--- src/verilog/tes_pkg.sv ---
// constants, states and register map of the trigger and exposure sequencer
//------------------------------------------------------------------------------
// What this block does
// - edge mode: one exposure per accepted trigger, length set by exposure time
// - level mode with pin source: exposure lasts as long as the trigger stays active
// - burst mode: one trigger exposes and transfers a programmed series of frames
// - trigger source is the external pin or a software command, chosen by config
// - trigger pin polarity is active-high or active-low per setting
// - programmable delay between accepted trigger and exposure start
// - trigger pin is filtered against glitches and chatter before use
// - trigger-wait asserted while a trigger can be taken; taken trigger exposes after the programmed delay
// - each event is reported to the host as one event packet; a repeat while it is still pending merges
// - events for trigger accepted, trigger rejected and start of waiting
// - events for start and end of frame data transfer
// - events for exposure start and end and strobe timer start and end
// - each general output drives a chosen source, one being the strobe pulse
// - static-level source drives the level written in configuration
// - exposure-active output high from exposure start to exposure end
// - frame-active output high from exposure start until sensor readout done
// - transfer-active output high while frame data goes over the host bus
// - sequential mode steps stored setting sets per frame; window size locked
//------------------------------------------------------------------------------
package tes_pkg;
    typedef enum logic [2:0] {
        TES_WAIT, TES_DELAY, TES_EXPOSE, TES_READOUT
    } tes_state_t;

    // register byte addresses
    localparam logic [7:0] CTRL_OFS = 8'h00;
    localparam logic [7:0] TRIG_DELAY_OFS = 8'h04;
    localparam logic [7:0] EXPO_TIME_OFS = 8'h08;
    localparam logic [7:0] BURST_CNT_OFS = 8'h0C;
    localparam logic [7:0] STROBE_DELAY_OFS = 8'h10;
    localparam logic [7:0] STROBE_WIDTH_OFS = 8'h14;
    localparam logic [7:0] GPIO_CFG_OFS = 8'h18;
    localparam logic [7:0] SW_TRIG_OFS = 8'h1C;
    localparam logic [7:0] FILTER_OFS = 8'h20;
    localparam logic [7:0] SEQ_CNT_OFS = 8'h24;
    localparam logic [7:0] STATUS_OFS = 8'h28;

    // control fields
    localparam int CTRL_MODE_LSB = 0;
    localparam int CTRL_SRC_SW_BIT = 3;
    localparam int CTRL_POL_LOW_BIT = 4;
    localparam int CTRL_SEQ_EN_BIT = 5;
    localparam logic [2:0] EDGE_CAPTURE_MODE = 3'h0;
    localparam logic [2:0] LEVEL_CAPTURE_MODE = 3'h1;
    localparam logic [2:0] BURST_CAPTURE_MODE = 3'h6;

    // general output sources
    localparam logic [2:0] SRC_STROBE = 3'h0;
    localparam logic [2:0] SRC_STATIC = 3'h1;
    localparam logic [2:0] SRC_EXPO = 3'h2;
    localparam logic [2:0] SRC_CAPTURE = 3'h3;
    localparam logic [2:0] SRC_XFER = 3'h4;
    localparam logic [2:0] SRC_WAIT = 3'h5;

    // event codes are index plus one
    localparam int EV_ACCEPT = 0;
    localparam int EV_REJECT = 1;
    localparam int EV_READY = 2;
    localparam int EV_XFER_BEGIN = 3;
    localparam int EV_XFER_DONE = 4;
    localparam int EV_EXPO_BEGIN = 5;
    localparam int EV_EXPO_DONE = 6;
    localparam int EV_STROBE_BEGIN = 7;
    localparam int EV_STROBE_DONE = 8;
    localparam int EV_NUM = 9;

    // reset values: 10 us exposure, filters at 4 cycles
    localparam logic [31:0] EXPO_TIME_RST = 32'h0000_03E8;
    localparam logic [31:0] FILTER_RST = 32'h0004_0004;
    localparam logic [15:0] BURST_CNT_RST = 16'h0001;
    localparam logic [3:0] SEQ_CNT_RST = 4'h1;
endpackage : tes_pkg

--- src/verilog/tes_sequencer.sv ---
// trigger conditioning, exposure sequencing, strobe timer, events and wishbone registers
//
// The placing of the registers and the Wishbone register port were decided locally.
`timescale 1ns/1ps
module tes_sequencer (
    input wire logic CORE_CLK,
    input wire logic RST,
    input wire logic WB_CYC,
    input wire logic WB_STB,
    input wire logic WB_WE,
    input wire logic [7:0] WB_ADR,
    input wire logic [3:0] WB_SEL,
    input wire logic [31:0] WB_DAT_W,
    output logic [31:0] WB_DAT_R,
    output logic WB_ACK,
    input wire logic EXT_TRIG,
    input wire logic SENSOR_RDOUT_DONE,
    input wire logic XFER_BUSY,
    output logic TRIG_WAIT,
    output logic EXPO_ACTIVE,
    output logic FRAME_ACTIVE,
    output logic XFER_ACTIVE,
    output logic [1:0] GPIO_OUT,
    output logic [3:0] SET_INDEX,
    output logic WINDOW_LOCK,
    output logic EVT_VALID,
    output logic [3:0] EVT_CODE,
    input wire logic EVT_READY
);
    //--------------------------------------------------------------------------
    // state
    //--------------------------------------------------------------------------
    typedef struct packed {
        tes_pkg::tes_state_t state;
        logic [31:0] cnt;
        logic [15:0] frames_left;
        logic [3:0] set_idx;
        logic filt;
        logic filt_q;
        logic [15:0] glitch_cnt;
        logic [15:0] hold_cnt;
        logic [1:0] st_phase;
        logic [31:0] st_cnt;
        logic xfer_q;
        logic [tes_pkg::EV_NUM-1:0] pend;
        logic evt_valid;
        logic [3:0] evt_code;
        logic [1:0] gpio;
        logic ack;
        logic [31:0] rdata;
        logic [5:0] ctrl;
        logic [31:0] trig_delay;
        logic [31:0] expo_time;
        logic [15:0] burst_cnt;
        logic [31:0] st_delay;
        logic [31:0] st_width;
        logic [9:0] gpio_cfg;
        logic [31:0] filt_cfg;
        logic [3:0] seq_cnt;
        logic sw_pulse;
        logic started;
    } tes_regs_t;

    tes_regs_t st_reg;
    tes_regs_t st_next;

    function automatic logic [31:0] tes_wmask(input logic [31:0] old, input logic [31:0] dat,
                                             input logic [3:0] sel);
        logic [31:0] m;
        m = {{8{sel[3]}}, {8{sel[2]}}, {8{sel[1]}}, {8{sel[0]}}};
        return (old & ~m) | (dat & m);
    endfunction : tes_wmask

    logic [2:0] mode;
    logic level_mode;
    logic burst_mode;
    logic raw_trig;
    logic trig;
    logic wr;
    logic [31:0] wv;
    logic [31:0] rd;
    logic [tes_pkg::EV_NUM-1:0] ev;
    logic [tes_pkg::EV_NUM-1:0] pend_all;
    logic start_expo;
    logic gsel0;
    logic gsel1;

    function automatic logic tes_gsrc(input logic [2:0] sel, input logic lvl, input tes_regs_t s);
        unique case (sel)
            tes_pkg::SRC_STROBE: return s.st_phase == 2'h2;
            tes_pkg::SRC_STATIC: return lvl;
            tes_pkg::SRC_EXPO: return s.state == tes_pkg::TES_EXPOSE;
            tes_pkg::SRC_CAPTURE: return s.state inside {tes_pkg::TES_EXPOSE, tes_pkg::TES_READOUT};
            tes_pkg::SRC_XFER: return s.xfer_q;
            tes_pkg::SRC_WAIT: return s.state == tes_pkg::TES_WAIT;
            default: return 1'b0;
        endcase
    endfunction : tes_gsrc

    //--------------------------------------------------------------------------
    // next state
    //--------------------------------------------------------------------------
    always_comb begin
        st_next = st_reg;
        ev = '0;
        start_expo = 1'b0;
        mode = st_reg.ctrl[tes_pkg::CTRL_MODE_LSB +: 3];
        level_mode = mode == tes_pkg::LEVEL_CAPTURE_MODE && !st_reg.ctrl[tes_pkg::CTRL_SRC_SW_BIT];
        burst_mode = mode == tes_pkg::BURST_CAPTURE_MODE;

        // wishbone slave, one wait state, unmapped reads give zero
        wr = WB_CYC && WB_STB && WB_WE && st_reg.ack;
        wv = '0;
        st_next.ack = WB_CYC && WB_STB && !st_reg.ack;
        st_next.sw_pulse = 1'b0;
        if (wr) begin
            unique case (WB_ADR)
                tes_pkg::CTRL_OFS: begin
                    wv = tes_wmask({26'h0, st_reg.ctrl}, WB_DAT_W, WB_SEL);
                    st_next.ctrl = wv[5:0];
                end
                tes_pkg::TRIG_DELAY_OFS: st_next.trig_delay = tes_wmask(st_reg.trig_delay, WB_DAT_W, WB_SEL);
                tes_pkg::EXPO_TIME_OFS: st_next.expo_time = tes_wmask(st_reg.expo_time, WB_DAT_W, WB_SEL);
                tes_pkg::BURST_CNT_OFS: begin
                    wv = tes_wmask({16'h0, st_reg.burst_cnt}, WB_DAT_W, WB_SEL);
                    st_next.burst_cnt = wv[15:0];
                end
                tes_pkg::STROBE_DELAY_OFS: st_next.st_delay = tes_wmask(st_reg.st_delay, WB_DAT_W, WB_SEL);
                tes_pkg::STROBE_WIDTH_OFS: st_next.st_width = tes_wmask(st_reg.st_width, WB_DAT_W, WB_SEL);
                tes_pkg::GPIO_CFG_OFS: begin
                    wv = tes_wmask({22'h0, st_reg.gpio_cfg}, WB_DAT_W, WB_SEL);
                    st_next.gpio_cfg = wv[9:0];
                end
                tes_pkg::SW_TRIG_OFS: st_next.sw_pulse = WB_SEL[0] && WB_DAT_W[0];
                tes_pkg::FILTER_OFS: st_next.filt_cfg = tes_wmask(st_reg.filt_cfg, WB_DAT_W, WB_SEL);
                tes_pkg::SEQ_CNT_OFS: begin
                    wv = tes_wmask({28'h0, st_reg.seq_cnt}, WB_DAT_W, WB_SEL);
                    st_next.seq_cnt = wv[3:0];
                end
                default: ;
            endcase
        end
        unique case (WB_ADR)
            tes_pkg::CTRL_OFS: rd = {26'h0, st_reg.ctrl};
            tes_pkg::TRIG_DELAY_OFS: rd = st_reg.trig_delay;
            tes_pkg::EXPO_TIME_OFS: rd = st_reg.expo_time;
            tes_pkg::BURST_CNT_OFS: rd = {16'h0, st_reg.burst_cnt};
            tes_pkg::STROBE_DELAY_OFS: rd = st_reg.st_delay;
            tes_pkg::STROBE_WIDTH_OFS: rd = st_reg.st_width;
            tes_pkg::GPIO_CFG_OFS: rd = {22'h0, st_reg.gpio_cfg};
            tes_pkg::FILTER_OFS: rd = st_reg.filt_cfg;
            tes_pkg::SEQ_CNT_OFS: rd = {28'h0, st_reg.seq_cnt};
            tes_pkg::STATUS_OFS: rd = {st_reg.frames_left, 4'h0, st_reg.set_idx, 3'h0, st_reg.xfer_q,
                                       st_reg.filt, 1'b0, 2'(st_reg.state)};
            default: rd = 32'h0000_0000;
        endcase
        st_next.rdata = (WB_CYC && WB_STB && !st_reg.ack) ? rd : 32'h0000_0000;

        // trigger pin filter: glitch needs a stable run, chatter holds after a change
        raw_trig = EXT_TRIG ^ st_reg.ctrl[tes_pkg::CTRL_POL_LOW_BIT];
        st_next.filt_q = st_reg.filt;
        if (st_reg.hold_cnt != 16'h0000) begin
            st_next.hold_cnt = st_reg.hold_cnt - 16'h0001;
        end
        if (raw_trig == st_reg.filt) begin
            st_next.glitch_cnt = 16'h0000;
        end else if (st_reg.glitch_cnt >= st_reg.filt_cfg[15:0] && st_reg.hold_cnt == 16'h0000) begin
            st_next.filt = raw_trig;
            st_next.glitch_cnt = 16'h0000;
            st_next.hold_cnt = st_reg.filt_cfg[31:16];
        end else if (st_reg.glitch_cnt != 16'hFFFF) begin
            st_next.glitch_cnt = st_reg.glitch_cnt + 16'h0001;
        end
        trig = st_reg.ctrl[tes_pkg::CTRL_SRC_SW_BIT] ? st_reg.sw_pulse
                                                     : (st_reg.filt && !st_reg.filt_q);

        // sequencing
        if (!st_reg.started) begin
            st_next.started = 1'b1;
            ev[tes_pkg::EV_READY] = 1'b1;
        end
        if (trig && st_reg.state != tes_pkg::TES_WAIT) begin
            ev[tes_pkg::EV_REJECT] = 1'b1;
        end
        unique case (st_reg.state)
            tes_pkg::TES_WAIT: begin
                if (trig) begin
                    ev[tes_pkg::EV_ACCEPT] = 1'b1;
                    st_next.frames_left = (burst_mode && st_reg.burst_cnt != 16'h0000) ?
                                          st_reg.burst_cnt - 16'h0001 : 16'h0000;
                    if (st_reg.trig_delay == 32'h0000_0000) begin
                        start_expo = 1'b1;
                    end else begin
                        st_next.state = tes_pkg::TES_DELAY;
                        st_next.cnt = st_reg.trig_delay;
                    end
                end
            end
            tes_pkg::TES_DELAY: begin
                if (st_reg.cnt <= 32'h0000_0001) begin
                    start_expo = 1'b1;
                end else begin
                    st_next.cnt = st_reg.cnt - 32'h0000_0001;
                end
            end
            tes_pkg::TES_EXPOSE: begin
                if (level_mode ? !st_reg.filt : st_reg.cnt <= 32'h0000_0001) begin
                    ev[tes_pkg::EV_EXPO_DONE] = 1'b1;
                    st_next.state = tes_pkg::TES_READOUT;
                end else begin
                    st_next.cnt = st_reg.cnt - 32'h0000_0001;
                end
            end
            tes_pkg::TES_READOUT: begin
                if (SENSOR_RDOUT_DONE) begin
                    if (st_reg.ctrl[tes_pkg::CTRL_SEQ_EN_BIT]) begin
                        st_next.set_idx = (st_reg.set_idx + 4'h1 >= st_reg.seq_cnt) ? 4'h0
                                          : st_reg.set_idx + 4'h1;
                    end
                    if (st_reg.frames_left != 16'h0000) begin
                        st_next.frames_left = st_reg.frames_left - 16'h0001;
                        start_expo = 1'b1;
                    end else begin
                        st_next.state = tes_pkg::TES_WAIT;
                        ev[tes_pkg::EV_READY] = 1'b1;
                    end
                end
            end
        endcase
        if (start_expo) begin
            st_next.state = tes_pkg::TES_EXPOSE;
            st_next.cnt = st_reg.expo_time;
            ev[tes_pkg::EV_EXPO_BEGIN] = 1'b1;
        end

        // strobe timer runs from exposure start: delay, then pulse
        if (start_expo && st_reg.st_width != 32'h0000_0000) begin
            if (st_reg.st_delay == 32'h0000_0000) begin
                st_next.st_phase = 2'h2;
                st_next.st_cnt = st_reg.st_width;
                ev[tes_pkg::EV_STROBE_BEGIN] = 1'b1;
            end else begin
                st_next.st_phase = 2'h1;
                st_next.st_cnt = st_reg.st_delay;
            end
        end else if (st_reg.st_phase == 2'h1) begin
            if (st_reg.st_cnt <= 32'h0000_0001) begin
                st_next.st_phase = 2'h2;
                st_next.st_cnt = st_reg.st_width;
                ev[tes_pkg::EV_STROBE_BEGIN] = 1'b1;
            end else begin
                st_next.st_cnt = st_reg.st_cnt - 32'h0000_0001;
            end
        end else if (st_reg.st_phase == 2'h2) begin
            if (st_reg.st_cnt <= 32'h0000_0001) begin
                st_next.st_phase = 2'h0;
                ev[tes_pkg::EV_STROBE_DONE] = 1'b1;
            end else begin
                st_next.st_cnt = st_reg.st_cnt - 32'h0000_0001;
            end
        end

        // host transfer tracking
        st_next.xfer_q = XFER_BUSY;
        ev[tes_pkg::EV_XFER_BEGIN] = XFER_BUSY && !st_reg.xfer_q;
        ev[tes_pkg::EV_XFER_DONE] = !XFER_BUSY && st_reg.xfer_q;

        // one packet per pending bit; a new event on the bit being sent stays pending for its own packet,
        // while a new event on a bit still waiting to be sent merges with it
        pend_all = st_reg.pend | ev;
        st_next.pend = pend_all;
        if (!st_reg.evt_valid || EVT_READY) begin
            st_next.evt_valid = 1'b0;
            for (int i = tes_pkg::EV_NUM - 1; i >= 0; i--) begin
                if (st_reg.pend[i]) begin
                    st_next.evt_valid = 1'b1;
                    st_next.evt_code = 4'(i + 1);
                end
            end
            for (int i = 0; i < tes_pkg::EV_NUM; i++) begin
                if (st_reg.pend[i] && st_next.evt_code == 4'(i + 1) && st_next.evt_valid) begin
                    st_next.pend[i] = ev[i]; // set wins over clear
                end
            end
        end

        gsel0 = tes_gsrc(st_reg.gpio_cfg[2:0], st_reg.gpio_cfg[8], st_reg);
        gsel1 = tes_gsrc(st_reg.gpio_cfg[6:4], st_reg.gpio_cfg[9], st_reg);
        st_next.gpio = {gsel1, gsel0};
    end

    always_ff @(posedge CORE_CLK or posedge RST) begin
        if (RST) begin
            st_reg <= '{state: tes_pkg::TES_WAIT, expo_time: tes_pkg::EXPO_TIME_RST,
                        filt_cfg: tes_pkg::FILTER_RST, burst_cnt: tes_pkg::BURST_CNT_RST,
                        seq_cnt: tes_pkg::SEQ_CNT_RST, default: '0};
        end else begin
            st_reg <= st_next;
        end
    end

    //--------------------------------------------------------------------------
    // outputs
    //--------------------------------------------------------------------------
    assign WB_ACK = st_reg.ack;
    assign WB_DAT_R = st_reg.rdata;
    assign TRIG_WAIT = st_reg.state == tes_pkg::TES_WAIT;
    assign EXPO_ACTIVE = st_reg.state == tes_pkg::TES_EXPOSE;
    assign FRAME_ACTIVE = st_reg.state inside {tes_pkg::TES_EXPOSE, tes_pkg::TES_READOUT};
    assign XFER_ACTIVE = st_reg.xfer_q;
    assign GPIO_OUT = st_reg.gpio;
    assign SET_INDEX = st_reg.set_idx;
    assign WINDOW_LOCK = st_reg.ctrl[tes_pkg::CTRL_SEQ_EN_BIT];
    assign EVT_VALID = st_reg.evt_valid;
    assign EVT_CODE = st_reg.evt_code;

    logic [31:0] expo_len;
    always_ff @(posedge CORE_CLK or posedge RST) begin
        if (RST) begin
            expo_len <= 32'h0000_0000;
        end else begin
            expo_len <= (st_next.state == tes_pkg::TES_EXPOSE && !start_expo) ? expo_len + 32'h0000_0001
                                                                              : 32'h0000_0000;
        end
    end
endmodule : tes_sequencer
--- config.mk ---
export PLATFORM = sky130hd
export DESIGN_NAME = tes_sequencer
export DESIGN_NICKNAME = d
export VERILOG_FILES = /design/src/verilog/tes_pkg.sv /design/src/verilog/tes_sequencer.sv
export SDC_FILE = /design/constraint.sdc
export NUM_CORES = 1
export LEC_CHECK = 0
export ABC_AREA = 1
export BUFFER_PORTS_ARGS = -buffer_cell sky130_fd_sc_hd__buf_2
export CAP_MARGIN = 20
export CORE_ASPECT_RATIO = 0.7
export CORE_MARGIN = 3
export CORE_UTILIZATION = 58
export CTS_CLUSTER_SIZE = 14
export DETAILED_ROUTE_END_ITERATION = 8
export PLACE_DENSITY = 0.76
export SYNTH_ARGS = -nofsm -noshare
export SYNTH_HDL_FRONTEND = slang
export SYNTH_SLANG_ARGS = --single-unit
--- constraint.sdc ---
create_clock -name CORE_CLK -period 14.7 [get_ports CORE_CLK]
set_input_delay 0.735 -clock CORE_CLK [delete_from_list [all_inputs] [get_ports CORE_CLK]]
set_output_delay 0.735 -clock CORE_CLK [all_outputs]
set_load 0.05 [all_outputs]
# Yosys cells after proc, flatten, opt, wreduce, memory -nomap -nowiden
# Index checks and enable logic that the tools add are counted.
# totals
wordCells	266
regBits	371
# op_classes
eq_ne	49
bitwise_logic	23
n_mux	81
addsub	7
n_reduce_logical	74
order_cmp	4
# op_table
cell	n
32-bit one-hot mux with 10 select lines	1
32-bit AND	6
32-bit 2-to-1 mux	5
32-bit OR	5
34-bit 2-to-1 mux	4
16-bit 2-to-1 mux	8
32-bit one-hot mux with 3 select lines	1
35-bit 2-to-1 mux	2
32-bit by 1-bit less-or-equal comparator with 1-bit output (second input constant)	2
32-bit zero test	2
32-bit by 1-bit subtractor with 32-bit output (second input constant)	2
51-bit 2-to-1 mux	1
5-bit 2-to-1 mux	10
16-bit nonzero test	3
16-bit by 1-bit subtractor with 16-bit output (second input constant)	3
1-bit 2-to-1 mux	35
8-bit by 5-bit == test with 1-bit output (second input constant)	4
32-bit inverter	1
16-bit one-hot mux with 2 select lines	1
32-bit nonzero test	1
1-bit logical AND	31
8-bit by 6-bit == test with 1-bit output (second input constant)	3
2-bit AND reduction	12
20-bit 2-to-1 mux	1
51 further kinds	94

# Longest topological paths before layout
# Gate-level depths: netlist of run 1.
# depth
ltp_word	15
ltp_mapped	16
ltp_nobuf	16

# Least setup slack after synthesis of run 1
# OpenSTA, ideal clock, no wires.
# synth_path
path_type	register to register
start	register st_reg[369] in the netlist's numbering
end	register st_reg[365] in the netlist's numbering
path_buffers	1
setup_time_ns	0.117
t_required_ns	14.583
period_less_slack_ns	2.284
stages_incl_launch_ff	12
arrival_ns	2.167
slack_ns	12.416
cell_sequence	dfrtp_1 -> inv_1 -> ha_1 -> inv_1 -> nor2_1 -> nand2_1 -> nand3_4 -> nand2_4 -> buf_6 -> or2_2 -> nand3_1 -> nand2_1
# synth_via
elab_chain_cells	4
word_cells_on_any_way	13
cone_classes	eq/ne: 7; mux: 3; reduce/logical: 3
# synth_lines
element	line	source
start: declaration	tes_sequencer.sv:64	tes_regs_t st_reg;
start signal: assignment	tes_sequencer.sv:294	st_reg <= '{state: tes_pkg::TES_WAIT, expo_time: tes_pkg::EXPO_TIME_RST,
start signal: assignment	tes_sequencer.sv:298	st_reg <= st_next;
3-bit zero test (*)	n/a	
net TRIG_WAIT	tes_sequencer.sv:19	output logic TRIG_WAIT,
1-bit one-hot mux with 3 select lines	tes_sequencer.sv:185	unique case (st_reg.state)
3-bit != test (no source line) (tied with other cells)	n/a	
5-bit AND reduction (no source line)	n/a	
# The timed path passes the listed nets; every way through them passes the cells marked *.
# A chain may end at the register's enable or synchronous reset.

# Worst setup path in the final report of run 1
# layout_path
start	register st_reg[368] in the netlist's numbering
end	register st_reg[249] in the netlist's numbering
# layout_via
elab_chain_cells	5
word_cells_on_any_way	9
cone_classes	eq/ne: 3; mux: 2; reduce/logical: 4
# layout_lines
element	line	source
3-bit by 2-bit == test with 1-bit output (tied with other cells)	tes_sequencer.sv:185	
1-bit one-hot mux with 3 select lines (*)	tes_sequencer.sv:185	
1-bit logical AND (*)	tes_sequencer.sv:237	if (start_expo && st_reg.st_width != 32'h0000_0000) begin
3-bit != test (no source line) / 3-bit nonzero test (equally long branches)	n/a	
2-bit AND reduction (no source line)	n/a	
# Every way passes the cells marked *; elsewhere a longest branch is shown, timed or not.

==> results_tabular.tex, run 1 <==
\begin{tabular}{lr}
\hline
Metric & Value \\
\hline
\multicolumn{2}{l}{\textbf{Floorplan}} \\
\quad Total Die Area & 40080 µm² \\
\quad Starting Density & $\sim$60\% \\
\quad Num rows & 58 \\
\quad Placeable core region & 36500 µm² \\
\quad Die Y & 168.4 µm \\
\quad Horizontal die dimension & 238 µm \\
\quad Ports placed on the boundary & roughly 100 \\
\multicolumn{2}{l}{\textbf{Yosys}} \\
\quad Cell with the most instances after synthesis & sky130\_fd\_sc\_hd\_\_nand2\_1 \\
\quad Netlist Area Pre-Place & 21850 µm² \\
\quad Synthesized Nets & $\sim$3200 \\
\quad Leading post-synthesis cells by cell area & sky130\_fd\_sc\_hd\_\_dfrtp\_1 41\%, sky130\_fd\_sc\_hd\_\_nand2\_1 17\%, sky130\_fd\_sc\_hd\_\_o21ai\_0 8.3\% \\
\quad Number of cells produced by synthesis & slightly above 3000 \\
\quad Mapped Avg Cell Area & 7.095 µm² \\
\quad Share of the yosys chip area belonging to registers & between 40\% and 50\% \\
\quad Number of synthesized flops with an enable pin & 0 \\
\quad Primary FF master, synth & sky130\_fd\_sc\_hd\_\_dfrtp\_1 \\
\quad Total of warnings raised by yosys & 0 \\
\quad Area share of the largest cell type after synthesis & between 40 and 50\% \\
\quad Commonest cells in the netlist & 980 x sky130\_fd\_sc\_hd\_\_nand2\_1, 361 x sky130\_fd\_sc\_hd\_\_o21ai\_0, 360 x sky130\_fd\_sc\_hd\_\_dfrtp\_1, 348 x sky130\_fd\_sc\_hd\_\_inv\_1, 262 x sky130\_fd\_sc\_hd\_\_nor2\_1 \\
\quad Proportion of synthesized flip-flops having asynchronous set or reset & 100.0\% \\
\quad Post-synth cell types & 57 \\
\quad FF+latch count, synth & 370 \\
\quad Post-synthesis cell type with the largest combined area & sky130\_fd\_sc\_hd\_\_dfrtp\_1 \\
\multicolumn{2}{l}{\textbf{Detailed routing}} \\
\quad Vias & between 20000 and 25000 \\
\quad WL final & approximately 75000 µm \\
\quad Starting DRC count in detailed routing & approximately 3200 \\
\quad Routed wire per std cell & between 20 and 25 µm \\
\quad Via count normalized by instance count & 6.024 \\
\quad Router iterations before antenna repair & 6 \\
\quad ANT nets after route & 0 \\
\quad Residual DRC count & 0 \\
\multicolumn{2}{l}{\textbf{STA}} \\
\quad Final-layout setup total negative slack & 0 ps \\
\quad Measured slew at the worst slew-check pin & about 1100 ps \\
\quad Max-slew violation total from the final report & 0 \\
\quad RSZ-0062 raised after global routing & false \\
\quad Worst Hold Margin & $\sim$340 ps \\
\quad Hold Fails Final Rpt & 0 \\
\quad Achievable frequency & $\sim$260 MHz \\
\quad Slew margin rel. & 24.36\% \\
\quad Period utilisation layout & 26.16\% \\
\quad Post-route minimum period & 3846 ps \\
\quad Final worst clock skew & around 17 ps \\
\quad Final setup fails & 0 \\
\multicolumn{2}{l}{\textbf{Worst hold path}} \\
\quad Hold WC Path Type & in -> reg \\
\quad Hold depth & 1 \\
\multicolumn{2}{l}{\textbf{Placement}} \\
\quad Count of input and output buffers & about 100 \\
\quad Last weighted congestion value of the routability-driven placer & just over 1 \\
\quad Post-detail-place hpwl & between 50000 and 60000 µm \\
\multicolumn{2}{l}{\textbf{Global routing}} \\
\quad Vias in the first global route & roughly 20000 \\
\quad Maximum number of pins on one net before global-route repair & between 150 and 200 \\
\quad GR Util met1 & between 50\% and 60\% \\
\quad First-pass GRT wire length & between 100000 and 150000 µm \\
\quad Number of antenna violations at the first check in global routing & 2 \\
\quad Global-route track usage on met2 & a little over half \\
\quad Most used routing layer & met1 \\
\quad Met3 layer usage reported by global route & between 9 and 10\% \\
\quad Global-route usage over all layers & a little under two fifths \\
\quad Leftover overflow at the end of global routing & 0 \\
\multicolumn{2}{l}{\textbf{Setup path}} \\
\quad Slowest-stage cell, CP & sky130\_fd\_sc\_hd\_\_nand3\_2 \\
\quad Kind of launch point of the worst setup path & flop \\
\quad Worst setup path class & reg -> reg \\
\quad Category of the worst setup path capture point & flop \\
\quad Required time of the critical path & around 15000 ps \\
\quad Crit path max fanout & 44 \\
\quad Cell with the most instances on the worst path & sky130\_fd\_sc\_hd\_\_nand2\_1 \\
\quad Delay contributed by the slowest stage of the critical path & roughly 600 ps \\
\quad Chain of cells forming the critical path & ha\_1, nand2\_1, inv\_1, nand2\_2, nand3\_4, nand3\_2, nand2\_1, inv\_2, nand2\_4, nand2\_1, nand2\_1 \\
\quad Reg2reg path depth & 11 \\
\quad Arrival time at the worst endpoint & 4270 ps \\
\multicolumn{2}{l}{\textbf{Clock tree}} \\
\quad Cell at the root of the clock tree & sky130\_fd\_sc\_hd\_\_clkbuf\_16 \\
\quad H-tree Lvls & 2 \\
\quad Clock transition at path regs & 60 ps \\
\quad Clock tree from TritonCTS & yes \\
\quad CTS max path bufs & 3 \\
\quad Number of sinks on the clock net & 370 \\
\quad Total clock buffers created by CTS & 38 \\
\quad Clock latency at the later pin of the worst-skew pair & between 500 and 600 ps \\
\quad Hold buffer count at cts & 0 \\
\quad Total setup buffers inserted after CTS & 0 \\
\quad Resize count post-CTS & 0 \\
\multicolumn{2}{l}{\textbf{Finish}} \\
\quad Area of the multi-input gates & 10430 µm² \\
\quad Sequential cell area & between 9000 and 10000 µm² \\
\quad Fillers & between 3000 and 4000 \\
\quad Net count of the finished layout & approximately 3200 \\
\quad Share of layout cells above drive strength 1 & approximately 7.7\% \\
\quad Area Growth Syn to Fin & 7.758\% \\
\multicolumn{2}{l}{\textbf{Run status}} \\
\quad Status & complete, no violations \\
\multicolumn{2}{l}{\textbf{Pwr}} \\
\quad Worst vdd rail ir drop & around 0.00009 V \\
\quad Static leakage & about 12 nW \\
\quad Power density cells & between 150 and 200 nW/µm² \\
\multicolumn{2}{l}{\textbf{Run}} \\
\quad Max\_cap viols & 0 \\
\hline
\end{tabular}
## placed cells by master (no fill, tap or decap), types with 8 or more instances in the layout
cell type	netlist	routed
sky130_fd_sc_hd__a31oi_1	10	10
sky130_fd_sc_hd__inv_1	348	347
sky130_fd_sc_hd__nor2_2	8	11
sky130_fd_sc_hd__nor3_1	35	35
sky130_fd_sc_hd__xor2_1	26	26
sky130_fd_sc_hd__buf_4	50	12
sky130_fd_sc_hd__clkbuf_1	55	14
sky130_fd_sc_hd__inv_2	10	10
sky130_fd_sc_hd__clkbuf_16	0	41
sky130_fd_sc_hd__or2_2	9	9
sky130_fd_sc_hd__a21oi_1	85	85
sky130_fd_sc_hd__nand3_1	170	170
sky130_fd_sc_hd__dfstp_2	10	10
sky130_fd_sc_hd__dfrtp_1	360	360
sky130_fd_sc_hd__nand2_1	980	980
sky130_fd_sc_hd__xnor2_1	9	9
sky130_fd_sc_hd__nor2_1	262	259
sky130_fd_sc_hd__o21ai_1	20	20
sky130_fd_sc_hd__buf_2	15	101
sky130_fd_sc_hd__o21ai_0	361	361
sky130_fd_sc_hd__nor4_1	19	19
sky130_fd_sc_hd__a211oi_1	8	8
sky130_fd_sc_hd__o22ai_1	63	63
sky130_fd_sc_hd__ha_1	36	36
sky130_fd_sc_hd__nand4_1	40	40
## where the power goes
part           internal, W  switching (W)  total, W
sequential         0.00108      0.0000728   0.00115
combinational     0.000430        0.00100   0.00143
clock             0.000548       0.000421  0.000969
## cell families after synthesis
group / after synthesis / synth area share [%]
fa+ha+maj: 36 / 2.061
xor+xnor: 35 / 1.403
buf+inv: 494 / 9.877
other cells: 1 / 0.01716
simple gates: 1553 / 29.42
flops: 370 / 42.43
compound gates: 591 / 14.79
## critical path: cells and delay by family (launching register included)
kind	cells	cell delay, ps
adder cells (fa/ha/maj)	1	310
buffers and inverters	2	790
flip-flops	1	430
AND/OR/NAND/NOR	8	2170
## final timing paths
| path | start | end | slack [ps] |
|---|---|---|---|
| worst max-delay path | st_reg[368]$_DFFE_PP0P_ | st_reg[249]$_DFFE_PP0P_ | 10850 |
| worst min-delay path | XFER_BUSY | XFER_ACTIVE$_DFF_PP0_ | 340 |
| worst max register to register | st_reg[368]$_DFFE_PP0P_ | st_reg[249]$_DFFE_PP0P_ | 10850 |
| worst min register to register | st_next[314]$_DFFE_PP0P_ | st_reg[314]$_DFF_PP0_ | 410 |
| max in group asynchronous | RST | asynchronous set/reset pin | 12640 |
| min in group asynchronous | RST | st_reg[297]$_DFF_PP0_ | 390 |
## metrics by stage
stage / power (W) / utilization, % / cell area (µm²) / std cells / setup slack, ps
finish: 0.003554 / 64.51 / 23550 / 3613 / 10850
global route: 0.003793 / 64.51 / 23550 / 3613 / 10570
CTS: 0.003522 / 64.50 / 23550 / 3612 / 10950
detailed placement: 0.002551 / 61.16 / 22330 / 3543 / 10910
global placement: 0.002503 / 61.03 / 22280 / 3540 / 11000
floorplan: 0.002211 / - / 21850 / 3080 / 3708
## routing by layer
layer  vias up  share of wire (%)
li1       9983                  -
met1     10232                 43
met2      1375                 41
met3       171                 12
met4         2                3.4
met5         -              0.030
## cell type report
cell class	count	share of cell area, %
Multi-Input combinational cell	2216	44.29
Timing Repair Buffer	117	2.827
Tap cell	480	2.550
Clock buffer	62	4.989
Clock inverter	7	0.1860
Inverter	360	5.770
Sequential cell	370	39.37
Antenna cell	1	0.01063
No activity file was read; power rests on OpenSTA's default activity.
==> run 2: changes to the inputs <==
==> constraint.sdc (replaced) <==
create_clock -name CORE_CLK -period 4 [get_ports CORE_CLK]
set_input_delay 0.2 -clock CORE_CLK [delete_from_list [all_inputs] [get_ports CORE_CLK]]
set_output_delay 0.2 -clock CORE_CLK [all_outputs]
set_load 0.05 [all_outputs]
==> run 2 against run 1 <==
Against the previous run: critical path depth fell by 2; non-clock buffer count rose by 23; cell count rose by 0.53%; sequential share of layout area fell by 0.36 points; final area rose by 0.93%; clock skew rose by 6.5 ps; die area did not move; setup slack got worse by 10000 ps; global-route usage rose by 0.49 points; wire length rose by 1.6%; largest power group unchanged.
==> results_tabular.tex, run 2 (same netlist as run 1, synthesis figures left out) <==
\begin{tabular}{lr}
\hline
Metric & Value \\
\hline
\multicolumn{2}{l}{\textbf{Finish}} \\
\quad Most frequent cells in the layout & 980 x sky130\_fd\_sc\_hd\_\_nand2\_1, 361 x sky130\_fd\_sc\_hd\_\_o21ai\_0, 360 x sky130\_fd\_sc\_hd\_\_dfrtp\_1 \\
\quad Fillers & between 3000 and 4000 \\
\quad Post-Layout Inst Area & approximately 24000 µm² \\
\quad Leading cell type in the layout, fill and taps excluded & sky130\_fd\_sc\_hd\_\_nand2\_1 \\
\quad Diode insertion count for antenna repair & 0 \\
\quad Layout Utilization & roughly 65\% \\
\quad Share of layout cells above drive strength 1 & 8.122\% \\
\quad Area Growth Syn to Fin & 8.760\% \\
\quad Net count of the finished layout & about 3200 \\
\quad Number of non-filler instances in the completed layout & approximately 3600 \\
\multicolumn{2}{l}{\textbf{Placement}} \\
\quad Worst Setup Slack post-DPL & just over 900 ps \\
\quad Last weighted congestion value of the routability-driven placer & $\sim$1.0 \\
\quad Post-detail-place hpwl & between 50000 and 60000 µm \\
\quad Cell count after placement & $\sim$3600 \\
\quad Count of input and output buffers & just over 100 \\
\quad Dpl cell area & 22430 µm² \\
\multicolumn{2}{l}{\textbf{Setup path}} \\
\quad Slowest-stage cell, CP & sky130\_fd\_sc\_hd\_\_nand2\_1 \\
\quad Kind of launch point of the worst setup path & flop \\
\quad Number of buffers and inverters on the critical path & 1 \\
\quad Arrival time at the worst endpoint & between 3000 and 4000 ps \\
\quad Category of the worst setup path capture point & flop \\
\quad Crit path max fanout & 14 \\
\quad Cell with the most instances on the worst path & sky130\_fd\_sc\_hd\_\_nand2\_1 \\
\quad Critical register-to-register path startpoint & st\_reg[290]\$\_DFF\_PP0\_ \\
\quad Required time of the critical path & approximately 4400 ps \\
\quad Crit-path leading delay family & simple AND/OR/NAND/NOR gates \\
\quad Reg2reg path depth & 9 \\
\quad Endpoint of the worst-slack reg-to-reg timing path & st\_reg[307]\$\_DFFE\_PP0P\_ \\
\quad CP startpoint & st\_reg[290]\$\_DFF\_PP0\_ \\
\quad Worst setup path class & reg -> reg \\
\quad Chain of cells forming the critical path & nor2\_1, nand3\_1, or3\_1, nor3\_2, nand2\_1, nand2\_1, inv\_1, o21ai\_0, a21oi\_1 \\
\quad Delay contributed by the slowest stage of the critical path & 660 ps \\
\quad Setup slack, reg-to-reg & about 790 ps \\
\multicolumn{2}{l}{\textbf{Detailed routing}} \\
\quad WL final & 76670 µm \\
\quad Routed wire per std cell & 21.11 µm \\
\quad Starting DRC count in detailed routing & approximately 3100 \\
\quad ANT nets after route & 0 \\
\quad Router iterations before antenna repair & 6 \\
\quad Residual DRC count & 0 \\
\quad Vias & roughly 22000 \\
\quad Via count normalized by instance count & roughly 6.1 \\
\multicolumn{2}{l}{\textbf{Floorplan}} \\
\quad Ports placed on the boundary & approximately 100 \\
\quad Die Y & approximately 170 µm \\
\quad Num rows & just under 60 \\
\quad Starting Density & about 60\% \\
\quad Placeable core region & around 37000 µm² \\
\quad Total Die Area & about 40000 µm² \\
\quad Horizontal die dimension & 238 µm \\
\multicolumn{2}{l}{\textbf{Clock tree}} \\
\quad Hold buffer count at cts & 8 \\
\quad Cell at the root of the clock tree & sky130\_fd\_sc\_hd\_\_clkbuf\_16 \\
\quad Number of sinks on the clock net & 370 \\
\quad H-tree Lvls & 2 \\
\quad Total clock buffers created by CTS & 38 \\
\quad CTS max path bufs & 3 \\
\quad Clock transition at path regs & approximately 60 ps \\
\quad Clock tree from TritonCTS & yes \\
\quad Clock latency at the later pin of the worst-skew pair & around 550 ps \\
\quad Total setup buffers inserted after CTS & 0 \\
\quad Resize count post-CTS & 0 \\
\multicolumn{2}{l}{\textbf{Pwr}} \\
\quad Worst vdd rail ir drop & 0.0003536 V \\
\quad Static leakage & between 10 and 15 nW \\
\quad Power density cells & about 550 nW/µm² \\
\multicolumn{2}{l}{\textbf{STA}} \\
\quad Achievable frequency & 311.5 MHz \\
\quad Slew margin rel. & around two fifths \\
\quad Max-slew violation total from the final report & 0 \\
\quad Hold Fails Final Rpt & 0 \\
\quad Final setup fails & 0 \\
\quad Post-route minimum period & 3210 ps \\
\quad Final worst clock skew & around 24 ps \\
\quad RSZ-0062 raised after global routing & false \\
\quad Measured slew at the worst slew-check pin & 911.8 ps \\
\quad Final-layout setup total negative slack & 0 ps \\
\quad Period utilisation layout & roughly four fifths \\
\quad Final worst setup slack & between 700 and 800 ps \\
\multicolumn{2}{l}{\textbf{Global routing}} \\
\quad Number of antenna violations at the first check in global routing & 1 \\
\quad Vias in the first global route & 20093 \\
\quad Global-route usage over all layers & around two fifths \\
\quad Leftover overflow at the end of global routing & 0 \\
\quad First-pass GRT wire length & 117700 µm \\
\quad Maximum number of pins on one net before global-route repair & 140 \\
\multicolumn{2}{l}{\textbf{Worst hold path}} \\
\quad Launch instance of the worst min-delay path & WB\_STB \\
\quad Hold depth & 3 \\
\quad Hold endpoint & WB\_ACK\$\_DFF\_PP0\_ \\
\quad Hold WC Path Type & in -> reg \\
\multicolumn{2}{l}{\textbf{Run status}} \\
\quad Status & complete, no violations \\
\multicolumn{2}{l}{\textbf{Run}} \\
\quad Max\_cap viols & 0 \\
\hline
\end{tabular}
## run 2: changes by cell type in the layout (fill, tap and decap cells not counted), sizes merged
cell         change
inv              +1
bufinv           +3
buf             +15
clkbuf           -7
dlygate4sd3      +8
diode            -1
## run 2: tightest hold or removal path, cell delays in order
cell and delay (ps):
sky130_fd_sc_hd__buf_2 90, sky130_fd_sc_hd__nand2_1 70, sky130_fd_sc_hd__nor2_1 130
## run 2: worst max-delay path by stage
stage / to / slack (ps) / cells past startpoint
after global routing: st_reg[307]$_DFFE_PP0P_ / 660 / 9
after floorplan: EVT_CODE[0]$_DFFE_PP0N_ / -1160 / 1
after detailed placement: st_reg[307]$_DFFE_PP0P_ / 920 / 9
after CTS: st_reg[307]$_DFFE_PP0P_ / 930 / 9
final: st_reg[307]$_DFFE_PP0P_ / 790 / 9
after global placement: WB_DAT_R[27]$_DFF_PP0_ / 880 / 10
## run 2: per-layer routing
metal	up-vias	global-route usage (%)	share of wire, %
met3	192	9.219	13
met5	-	0	0
met4	0	13.90	4.3
li1	10027	-	-
met2	1450	54.30	41
met1	10408	56.20	42
## run 2: layout make-up
type	instances	area, µm²	share of cell area (%)
Clock buffer	55	1075	4.522
Multi-Input combinational cell	2216	10430	43.89
Clock inverter	11	151.4	0.6370
Inverter	360	1355	5.702
Sequential cell	370	9271	39.01
Timing Repair Buffer	140	883.3	3.717
Tap cell	480	600.6	2.527
## run 2: per-stage QoR
| step | hold slack, ps | total power [W] |
|---|---|---|
| final | 31.71 | 0.01303 |
| after global routing | 46.46 | 0.01386 |
| after CTS | 14.70 | 0.01286 |
| after detailed placement | 321.1 | 0.009261 |
| after global placement | 324.0 | 0.009163 |
| after floorplan | 231.4 | 0.008127 |
## run 2: power breakdown
| part | switching [W] | total (W) | internal, W | leakage (nW) |
|---|---|---|---|---|
| clock network | 0.00156 | 0.00363 | 0.00207 | 0.599 |
| logic | 0.00360 | 0.00518 | 0.00157 | 6.26 |
| registers | 0.000266 | 0.00423 | 0.00396 | 4.96 |
